==> config.mk <==
export PLATFORM = sky130hd
export DESIGN_NAME = eps_shift_top
export DESIGN_NICKNAME = d
export VERILOG_FILES = /design/src/rtl/eps_pkg.sv /design/src/rtl/eps_stage_if.sv /design/src/rtl/eps_fifo.sv /design/src/rtl/eps_flasher.sv /design/src/rtl/eps_shift_top.sv
export SDC_FILE = /design/constraint.sdc
export NUM_CORES = 1
export LEC_CHECK = 0
export ABC_AREA = 1
export ABC_CLOCK_PERIOD_IN_PS = 4450
export BUFFER_PORTS_ARGS = -buffer_cell sky130_fd_sc_hd__buf_2
export CAP_MARGIN = 10
export CELL_PAD_IN_SITES_DETAIL_PLACEMENT = 0
export CELL_PAD_IN_SITES_GLOBAL_PLACEMENT = 1
export CORE_MARGIN = 1
export CORE_UTILIZATION = 50
export CTS_CLUSTER_DIAMETER = 100
export DETAILED_ROUTE_END_ITERATION = 8
export PLACE_DENSITY_LB_ADDON = 0.1
export SKIP_CTS_REPAIR_TIMING = 1
export SYNTH_ARGS = -nofsm -noshare
export SYNTH_HDL_FRONTEND = slang
export SYNTH_HIERARCHICAL = 1
export SYNTH_SLANG_ARGS = --single-unit
==> constraint.sdc <==
create_clock -name mclk -period 4.45 [get_ports mclk]
set_input_delay 0.89 -clock mclk [delete_from_list [all_inputs] [get_ports mclk]]
set_output_delay 0.89 -clock mclk [all_outputs]
set_load 0.02 [all_outputs]
==> src/rtl/eps_pkg.sv <==
package eps_pkg;
  // ---------------------------------------------------------------
  // Timing
  // ---------------------------------------------------------------
  localparam int unsigned CLK_HZ          = 50_000_000;
  localparam int unsigned FLASH_HALF_MS   = 500;
  localparam int unsigned FLASH_HALF_CYC  = (CLK_HZ / 1000) * FLASH_HALF_MS;
  localparam int unsigned FLASH_CNT_W     = 25;
  localparam int unsigned SCAN_DIV        = 4;
  localparam int unsigned SCAN_CNT_W      = 2;
  // ---------------------------------------------------------------
  // Structure and reset values
  // ---------------------------------------------------------------
  localparam int unsigned STAGES          = 4;
  localparam int unsigned FIFO_DEPTH      = 4;
  localparam int unsigned FIFO_WIDTH      = 4;
  localparam logic [3:0]  STAGES_RST      = 4'h0;
  localparam logic        BIT_RST         = 1'b0;

  typedef enum logic [1:0] {
    EPS_IDLE = 2'b00,
    EPS_ARM  = 2'b01,
    EPS_HOLD = 2'b11
  } eps_edge_t;
endpackage : eps_pkg

==> src/rtl/eps_stage_if.sv <==
`timescale 1ns/1ps
`default_nettype none
interface eps_stage_if;
  logic [3:0] data;
  logic       valid;
  logic       ready;
  modport src (output data, output valid, input ready);
  modport snk (input data, input valid, output ready);
endinterface : eps_stage_if
`default_nettype wire

==> src/rtl/eps_fifo.sv <==
`timescale 1ns/1ps
`default_nettype none
module eps_fifo #(
  parameter int unsigned WIDTH = 4,
  parameter int unsigned DEPTH = 4
) (
  // Clock and reset
  input  wire logic mclk,
  input  wire logic rst,
  input  wire logic ce,
  // Fill side
  eps_stage_if.snk  inSide,
  // Drain side
  output logic [WIDTH-1:0] outData,
  output logic             outValid,
  input  wire logic        outReady
);
  import eps_pkg::*;
  localparam int unsigned AW = $clog2(DEPTH);

  logic [WIDTH-1:0] mem [DEPTH];
  logic [AW-1:0]    wrPtr_r, wrPtr_nxt, rdPtr_r, rdPtr_nxt;
  logic [AW:0]      count_r, count_nxt;
  logic             doWr, doRd;

  assign inSide.ready = (count_r != DEPTH[AW:0]);
  assign outValid     = (count_r != '0);
  assign outData      = mem[rdPtr_r];

  always_comb
  begin
    doWr      = inSide.valid && inSide.ready;
    doRd      = outValid && outReady;
    wrPtr_nxt = doWr ? wrPtr_r + 1'b1 : wrPtr_r;
    rdPtr_nxt = doRd ? rdPtr_r + 1'b1 : rdPtr_r;
    count_nxt = count_r + {{AW{1'b0}}, doWr} - {{AW{1'b0}}, doRd};
  end

  always_ff @(posedge mclk)
  begin
    if (rst)
    begin
      wrPtr_r <= '0;
      rdPtr_r <= '0;
      count_r <= '0;
    end
    else if (ce)
    begin
      wrPtr_r <= wrPtr_nxt;
      rdPtr_r <= rdPtr_nxt;
      count_r <= count_nxt;
      if (doWr)
        mem[wrPtr_r] <= inSide.data;
    end
  end
endmodule : eps_fifo
`default_nettype wire

==> src/rtl/eps_flasher.sv <==
`timescale 1ns/1ps
`default_nettype none
module eps_flasher #(
  parameter int unsigned HALF = 25_000_000
) (
  // Clock and reset
  input  wire logic mclk,
  input  wire logic rst,
  input  wire logic ce,
  input  wire logic run,
  // Square wave
  output logic      flash
);
  import eps_pkg::*;
  logic [FLASH_CNT_W-1:0] cnt_r, cnt_nxt;
  logic                   flash_r, flash_nxt;

  assign flash = flash_r;

  always_comb
  begin
    cnt_nxt   = cnt_r + 1'b1;
    flash_nxt = flash_r;
    if (!run)
    begin
      cnt_nxt   = '0;
      flash_nxt = 1'b0;
    end
    else if (cnt_r >= HALF[FLASH_CNT_W-1:0] - 1'b1)
    begin
      cnt_nxt   = '0;
      flash_nxt = !flash_r;
    end
  end

  always_ff @(posedge mclk)
  begin
    if (rst)
    begin
      cnt_r   <= '0;
      flash_r <= BIT_RST;
    end
    else if (ce)
    begin
      cnt_r   <= cnt_nxt;
      flash_r <= flash_nxt;
    end
  end
endmodule : eps_flasher
`default_nettype wire

==> src/rtl/eps_shift_top.sv <==
`timescale 1ns/1ps
`default_nettype none
module eps_shift_top #(
  parameter int unsigned FLASH_HALF = eps_pkg::FLASH_HALF_CYC
) (
  // Clock, reset, enable
  input  wire logic mclk,
  input  wire logic rst,
  input  wire logic ce,
  // Switch inputs
  input  wire logic shiftPulseIn,
  input  wire logic serialValueIn,
  input  wire logic clearIn,
  input  wire logic runLightMode,
  // Edge pulses of the shift input, or of the flasher in running-light mode
  output logic      risePulse,
  output logic      fallPulse,
  // Stage or lamp outputs
  output logic      lampOutOne,
  output logic      lampOutTwo,
  output logic      lampOutThree,
  output logic      lampOutFour
);
  import eps_pkg::*;

  // ---------------------------------------------------------------
  // Input synchronisers
  // ---------------------------------------------------------------
  logic [3:0] syA_r, syB_r;
  always_ff @(posedge mclk)
  begin
    if (rst)
    begin
      syA_r <= '0;
      syB_r <= '0;
    end
    else if (ce)
    begin
      syA_r <= {runLightMode, clearIn, serialValueIn, shiftPulseIn};
      syB_r <= syA_r;
    end
  end
  logic pulseS, valueS, clearS, modeS;
  assign {modeS, clearS, valueS, pulseS} = syB_r;

  // ---------------------------------------------------------------
  // Scan tick: one program scan every SCAN_DIV clocks
  // ---------------------------------------------------------------
  logic [SCAN_CNT_W-1:0] scanCnt_r, scanCnt_nxt;
  logic                  scan;
  always_comb
  begin
    scanCnt_nxt = scanCnt_r + 1'b1;
    scan        = (scanCnt_r == SCAN_CNT_W'(SCAN_DIV - 1));
  end

  // ---------------------------------------------------------------
  // Flasher for running-light mode
  // ---------------------------------------------------------------
  logic flash;
  eps_flasher #(.HALF(FLASH_HALF)) uFlash (
    .mclk  (mclk),
    .rst   (rst),
    .ce    (ce),
    .run   (modeS),
    .flash (flash)
  );

  // ---------------------------------------------------------------
  // Scan logic: coils evaluated top to bottom, then published
  // ---------------------------------------------------------------
  logic       shiftSrc;
  logic       edgeMark_r, edgeMark_nxt;
  logic       strobe_r, strobe_nxt;
  logic       seed_r, seed_nxt;
  logic       rise_r, rise_nxt, fall_r, fall_nxt;
  logic [3:0] stage_r, stage_nxt;
  logic       serial;
  eps_edge_t  edgeSt_r, edgeSt_nxt;

  always_comb
  begin
    shiftSrc     = modeS ? flash : pulseS;
    serial       = modeS ? (!seed_r || stage_r[3]) : valueS;
    edgeMark_nxt = edgeMark_r;
    strobe_nxt   = strobe_r;
    seed_nxt     = seed_r;
    rise_nxt     = rise_r;
    fall_nxt     = fall_r;
    stage_nxt    = stage_r;
    edgeSt_nxt   = edgeSt_r;
    if (scan)
    begin
      // Contacts read old values; new values take effect next scan
      rise_nxt     = shiftSrc && !edgeMark_r;
      fall_nxt     = !shiftSrc && (edgeSt_r != EPS_IDLE);
      strobe_nxt   = shiftSrc && !edgeMark_r;
      edgeMark_nxt = shiftSrc;
      if (strobe_r)
        stage_nxt = {stage_r[2:0], serial};
      // Otherwise stages hold, unless clear is set
      if (modeS && stage_r[0])
        seed_nxt = 1'b1;
      if (!modeS)
        seed_nxt = 1'b0;
      if (clearS)
        stage_nxt = STAGES_RST;
      case (edgeSt_r)
        EPS_IDLE: edgeSt_nxt = shiftSrc ? EPS_ARM : EPS_IDLE;
        EPS_ARM:  edgeSt_nxt = shiftSrc ? EPS_HOLD : EPS_IDLE;
        EPS_HOLD: edgeSt_nxt = shiftSrc ? EPS_HOLD : EPS_IDLE;
        default:  edgeSt_nxt = EPS_IDLE;
      endcase
    end
  end

  always_ff @(posedge mclk)
  begin
    if (rst)
    begin
      scanCnt_r  <= '0;
      edgeMark_r <= BIT_RST;
      strobe_r   <= BIT_RST;
      seed_r     <= BIT_RST;
      rise_r     <= BIT_RST;
      fall_r     <= BIT_RST;
      stage_r    <= STAGES_RST;
      edgeSt_r   <= EPS_IDLE;
    end
    else if (ce)
    begin
      scanCnt_r  <= scanCnt_nxt;
      edgeMark_r <= edgeMark_nxt;
      strobe_r   <= strobe_nxt;
      seed_r     <= seed_nxt;
      rise_r     <= rise_nxt;
      fall_r     <= fall_nxt;
      stage_r    <= stage_nxt;
      edgeSt_r   <= edgeSt_nxt;
    end
  end

  // ---------------------------------------------------------------
  // Output path through the FIFO, always drained
  // ---------------------------------------------------------------
  eps_stage_if stageIf ();
  logic [3:0] fifoData;
  logic       fifoValid;
  logic [3:0] lamps_r;
  logic       risePulse_r, fallPulse_r;

  assign stageIf.data  = stage_r;
  assign stageIf.valid = scan;

  eps_fifo #(.WIDTH(FIFO_WIDTH), .DEPTH(FIFO_DEPTH)) uFifo (
    .mclk     (mclk),
    .rst      (rst),
    .ce       (ce),
    .inSide   (stageIf),
    .outData  (fifoData),
    .outValid (fifoValid),
    .outReady (1'b1)
  );

  always_ff @(posedge mclk)
  begin
    if (rst)
    begin
      lamps_r     <= STAGES_RST;
      risePulse_r <= BIT_RST;
      fallPulse_r <= BIT_RST;
    end
    else if (ce)
    begin
      if (fifoValid)
        lamps_r <= fifoData;
      risePulse_r <= rise_r && scan;
      fallPulse_r <= fall_r && scan;
    end
  end

  assign risePulse    = risePulse_r;
  assign fallPulse    = fallPulse_r;
  assign lampOutOne   = lamps_r[0];
  assign lampOutTwo   = lamps_r[1];
  assign lampOutThree = lamps_r[2];
  assign lampOutFour  = lamps_r[3];
endmodule : eps_shift_top
`default_nettype wire

==> flow_summary.toml, run 1 <==
[placed_design]
dp_hpwl_mm = 4.94
place_congestion = 0.881
numPlacedInstances = 564
portBuffers = 12

[timing]
fmax_ghz = 0.459
setup_viol = 0
finalSetupTns_ps = 0
post-route-period-util_pct = 49.0
fin_skew_ps = 8.52
drv_slew = 0
rsz0062_at_grt = "no"
fin_crit_ps = 2180
hold_violations = 0

[power_and_ir_drop]
leakagePower_nw = 1.60
cellPowerDensity_mw_per_mm2 = 347
peakVddDrop_uv = 196

[logic_synthesis]
syn_inst = 461
yosysMostFrequentCell = "nor2_1"
synth-seq-area-share_pct = 46.2
yosysWarnings = 6
netlist_top_cells_area = "dfxtp_1 (33%), edfxtp_1 (13%), nor2_1 (9.4%)"
synth-edff-count = 16
synthFlopType = "dfxtp_1"
synth_top_area_share_pct = 33.2
synthTopCellsByCount = "nor2_1 (92), nand2_1 (73), dfxtp_1 (61), inv_1 (48), o21ai_0 (28)"
synthesis.area_sq_mm = 0.00368
synth-async-reset-ratio_pct = 0
yosysTopAreaCell = "dfxtp_1"
synth_area_per_cell_sq_um = 7.99
synthDistinctLibCells = 38
synth_seq_cells = 77

[floorplan]
fp.dieArea_sq_mm = 0.00771
die_w_um = 87.8
coreArea_sq_mm = 0.00694
ios = 13
start_util_pct = 53.0
die_h_um = 87.8
rows = 30

[detailed_routing]
drc = 0
post_drt_wl_per_cell_um = 11.8
drt_first_pass_iters = 4
drtIter0Drc = 136
wirelength_mm = 6.83
via_per_inst = 4.86
dr_total_vias = 2817
postRouteAntennaNets = 0

[worst_setup_path]
worstSetupPathType = "flip-flop to flip-flop"
crit_path_end_kind = "flip-flop"
rrSetupSlack_ps = 2270
rr_endpoint = "uFifo/count_r[2]"
timing.critical_path.from = "scanCnt_r[0]"
worstReg2RegStart = "scanCnt_r[0]"
cpPeakStageDelay_ps = 400
critPathMaxFanout = 7
crit_chain = "ha_1 -> nand2_1 -> ha_1 -> inv_1 -> ha_1 -> inv_1 -> fa_1 -> nor2_1 -> nor2_1 -> a21oi_1 -> nor2_1"
ff2ff_path_depth = 11
required_ps = 4700
crit_slowest_cell = "ha_1"
crit_arrival_ps = 2430
cp-start-kind = "flip-flop"

[min_path]
hold_class = "flip-flop to flip-flop"
hold_start = "seed_r"
holdPathStages = 2
min_to = "seed_r"

[clock_tree]
cts.sinks = 77
clock_path_buffers = 2
cts_htree_levels = 3
path_clk_slew_ps = 80
cts_buffers = 9
clock_latency_ps = 350
cts_tree = "built"
root_buffer = "clkbuf_8"

[global_routing]
grtUsageTotal_pct = 19.7
grt_pass1_vias = 2514
antenna_found_initial = 0
grt_max_degree = 25
grt-ovfl-total = 0
grt_pass1_wl_mm = 11.5

[final_layout]
antenna_cells = 0
post_route_cells_drive_above_1_share_pct = 15.7
syn_to_final_growth_pct = 8.63
stdcell_count = 580
finalNetCount = 495

[status]
status = "finished, final reports clean"

[job]
drv_cap = 0
layer usage:
metal  track usage [%]  up-vias  part of all wire (%)
li1                  -     1498                     -
met1              28.3     1258                    52
met2              28.3       51                    41
met3              5.09       10                   4.8
met4              7.30        0                   1.7
met5                 0        -                     0
cells in the final DEF (no fill, tap or decap), drive strengths merged:
cell,netlist,layout
conb,1,4
a31oi,1,1
xor2,12,12
edfxtp,16,16
or2,3,3
nand2,82,82
fa,1,1
xnor2,5,5
nand3,21,21
nor3b,2,2
nand3b,2,2
a21oi,20,20
buf,8,13
clkinvlp,0,1
o22ai,7,7
inv,56,56
clkbuf,1,11
nor3,4,4
dfxtp,61,61
nand4,10,10
clkinv,0,3
nor2,110,110
ha,8,8
bufinv,0,1
o21ai,29,29
a21boi,1,1
logic make-up after synthesis:
family,count (synthesis),synth area share (%)
and+or+nand+nor,234,29.7
DFF,77,46.2
AOI/OAI and AO/OA,58,8.63
buffers and inverters,65,8.05
other,1,0.102
adders and majority gates,9,3.26
xor gates and xnor gates,17,4.04
final cells by class:
cell class,count,area [sq um]
fillers,652,2940
inverters,56,213
flip-flops and latches,77,1700
repair buffers,13,67.6
well taps,96,120
clock buffers,11,143
multi-input cells,322,1700
clock inverters,5,60.1
flip-flops by register name, summed over array words and instances, names as in the netlist, 3 cells and up, named ones only:
name / count
syB_r: 4
uFifo/mem: 16
syA_r: 4
uFlash/cnt_r: 25
uFifo/count_r: 3
lamps_r: 4
stageIf.data: 4
per-stage QoR:
stage	hold slack [ps]	total power [W]	setup slack, ps	area, sq um	util, %
after floorplan	423	0.000854	2450	3690	-
after global placement	438	0.000872	2140	3800	54.7
after detailed placement	438	0.000874	2070	3800	54.7
after CTS	450	0.00141	2270	4000	57.6
after global routing	491	0.00146	2050	4000	57.6
final	451	0.00139	2270	4000	57.6
critical path, delay by kind of cell (launching register included):
kind,cells,cell delay [ps]
adders and majority gates,4,1180
DFF,1,350
and+or+nand+nor,4,330
AOI/OAI and AO/OA,1,130
buffers and inverters,2,90
worst max path at each step:
stage	endpoint	slack, ps	cells past startpoint
floorplan	uFifo/count_r[2]	2450	11
global placement	uFifo/mem[1][0]	2140	4
detailed placement	uFifo/mem[1][1]	2070	4
CTS	uFifo/count_r[2]	2270	11
global route	uFifo/count_r[2]	2050	11
finish	uFifo/count_r[2]	2270	11
where the power goes:
group	total, W	leakage [nW]	internal [W]	switching (W)
Sequential	0.000744	0.663	0.000728	0.0000164
Clock	0.000533	0.102	0.000278	0.000255
Combinational	0.000112	0.835	0.0000395	0.0000727
Power figures use the tool's default switching activity.
==> run 2: changes to the inputs <==
ABC_CLOCK_PERIOD_IN_PS = 1900   (was 4450)
CORE_UTILIZATION = 42   (was 50)
clock period = 1.9 ns   (was 4.45 ns; I/O delays follow)
==> run 2 against run 1 <==
Net effect: design area rose by 3.7%; setup slack worse by 2200 ps; utilization is 7.9 points lower; global-route usage shrank 2.4 points; clock power is 120% higher.
==> flow_summary.toml, run 2 (synthesis results as in run 1) <==
[timing]
hold_violations = 0
setup_viol = 0
fin_skew_ps = 9.10
fmax_ghz = 0.537
fin_crit_ps = 1860
drv_slew = 0
rsz0062_at_grt = "yes"
postLayoutSetupSlackWorst_ps = 39.3
post-route-period-util_pct = 97.9

[floorplan]
fp.dieArea_sq_mm = 0.00915
ios = 13
rows = 33
die_h_um = 95.6
start_util_pct = 44.1
coreArea_sq_mm = 0.00834
die_w_um = 95.6

[detailed_routing]
dr_total_vias = 2842
drtIter0Drc = 143
post_drt_wl_per_cell_um = 12.0
drc = 0
drt_first_pass_iters = 4
via_per_inst = 4.73
wirelength_mm = 7.24
postRouteAntennaNets = 0

[final_layout]
finalNetCount = 507
largest_register = "uFlash/cnt_r"
nFillCells = 849
post_route_cells_drive_above_1_share_pct = 18.8
top_regs = "uFlash/cnt_r: 25 flops, uFifo/mem: 16 flops"
syn_to_final_growth_pct = 12.6
antenna_cells = 0
most-common-layout-cells = "nor2_1 (92), nand2_1 (73), dfxtp_1 (59), inv_1 (48), o21ai_0 (28)"
largest_reg_flops = 25
mostFrequentLayoutCell = "nor2_1"
stdcell_count = 601

[clock_tree]
root_buffer = "clkbuf_8"
cts_htree_levels = 3
cts_buffers = 9
cts.sinks = 77
path_clk_slew_ps = 90
cts_tree = "built"
clock_latency_ps = 350
clock_path_buffers = 2

[placed_design]
place_congestion = 0.825
portBuffers = 12
numPlacedInstances = 582
dpl_worst_slack_ps = -47.4
dp_hpwl_mm = 5.13

[global_routing]
grtUsageTotal_pct = 17.3
grtUsageMet1_pct = 24.2
grt_max_degree = 32
grtUsageMet2_pct = 25.8
grt_most_used_layer = "met2"
grt-ovfl-total = 0
antenna_found_initial = 0
grt_pass1_wl_mm = 12.1
use_met3_pct = 3.83
grt_pass1_vias = 2676

[worst_setup_path]
rr_endpoint = "uFifo/count_r[2]"
critical-path-top-delay-family = "adder cells"
required_ps = 2140
cpPeakStageDelay_ps = 400
crit_path_end_kind = "flip-flop"
crit_slowest_cell = "dfxtp_1"
ff2ff_path_depth = 11
cp_num_buf_inv = 2
crit_arrival_ps = 2100
critPathMaxFanout = 2
cp_common_cell = "nor2_1"
cp-start-kind = "flip-flop"
rrSetupSlack_ps = 40
worstSetupPathType = "flip-flop to flip-flop"
worstReg2RegStart = "scanCnt_r[0]"
crit_chain = "ha_4 -> nand2_1 -> ha_1 -> inv_1 -> ha_1 -> inv_1 -> fa_2 -> nor2_1 -> nor2_1 -> a21oi_1 -> nor2_1"

[power_and_ir_drop]
leakagePower_nw = 1.65
peakVddDrop_uv = 311
total_power_w = 0.00322
cellPowerDensity_mw_per_mm2 = 776

[min_path]
hold_start = "shiftPulseIn"
holdPathStages = 3
min_to = "syA_r[0]"
hold_class = "input port to flip-flop"

[job]
drv_cap = 0

[status]
status = "finished, final reports clean"
[run 2: cell count changes in the layout (fill, tap and decap cells not counted), sizes merged]
cell	previous run	this run
bufinv	1	0
buf	13	23
nand2	82	84
clkinvlp	1	2
inv	56	61
clkinv	3	0
clkbuf	11	9
[run 2: layout make-up]
class,instances,area (sq um),area share [%]
flip-flops and latches,77,1700,41.1
multi-input cells,324,1760,42.4
well taps,105,131,3.17
clock inverters,7,61.3,1.48
clock buffers,9,124,2.99
repair buffers,23,155,3.74
inverters,56,213,5.13
[run 2: stage by stage]
step / TNS (ps) / util [%] / area (sq um) / hold WS (ps)
2_1_floorplan: 0 / - / 3710 / 423
3_3_place_gp: -4.32 / 46.8 / 3900 / 434
3_5_place_dp: -47.4 / 46.8 / 3900 / 441
4_1_cts: -59.8 / 49.0 / 4090 / 233
5_1_grt: -131 / 49.7 / 4150 / 239
6_report: 0 / 49.7 / 4150 / 248
[run 2: worst max path at each step]
| stage | startpoint | slack [ps] | depth (start not counted) | end |
|---|---|---|---|---|
| finish | scanCnt_r[0] | 40 | 11 | uFifo/count_r[2] |
| global route | uFifo/count_r[1] | -130 | 12 | uFifo/count_r[2] |
| CTS | uFifo/count_r[0] | -60 | 11 | uFifo/count_r[2] |
| detailed placement | uFifo/count_r[0] | -50 | 11 | uFifo/count_r[2] |
| global placement | uFifo/count_r[0] | -4 | 11 | uFifo/count_r[2] |
| floorplan | uFifo/count_r[1] | 10 | 11 | uFifo/count_r[2] |
[run 2: worst min-delay path, cell delays in order]
cell and delay, ps:
buf_2 80, nor2_1 30, nor2_1 80
[run 2: where the power goes]
| part | internal (W) | switching (W) | total (W) |
|---|---|---|---|
| sequential | 0.00171 | 0.0000359 | 0.00174 |
| combinational | 0.000129 | 0.000199 | 0.000328 |
| clock | 0.000501 | 0.000650 | 0.00115 |
| total | 0.00234 | 0.000885 | 0.00322 |
[run 2: per-layer routing]
| metal | vias up | part of all wire [%] |
|---|---|---|
| met3 | 4 | 3.6 |
| met5 | - | 0 |
| met2 | 39 | 43 |
| li1 | 1527 | - |
| met1 | 1272 | 53 |
| met4 | 0 | 0.65 |
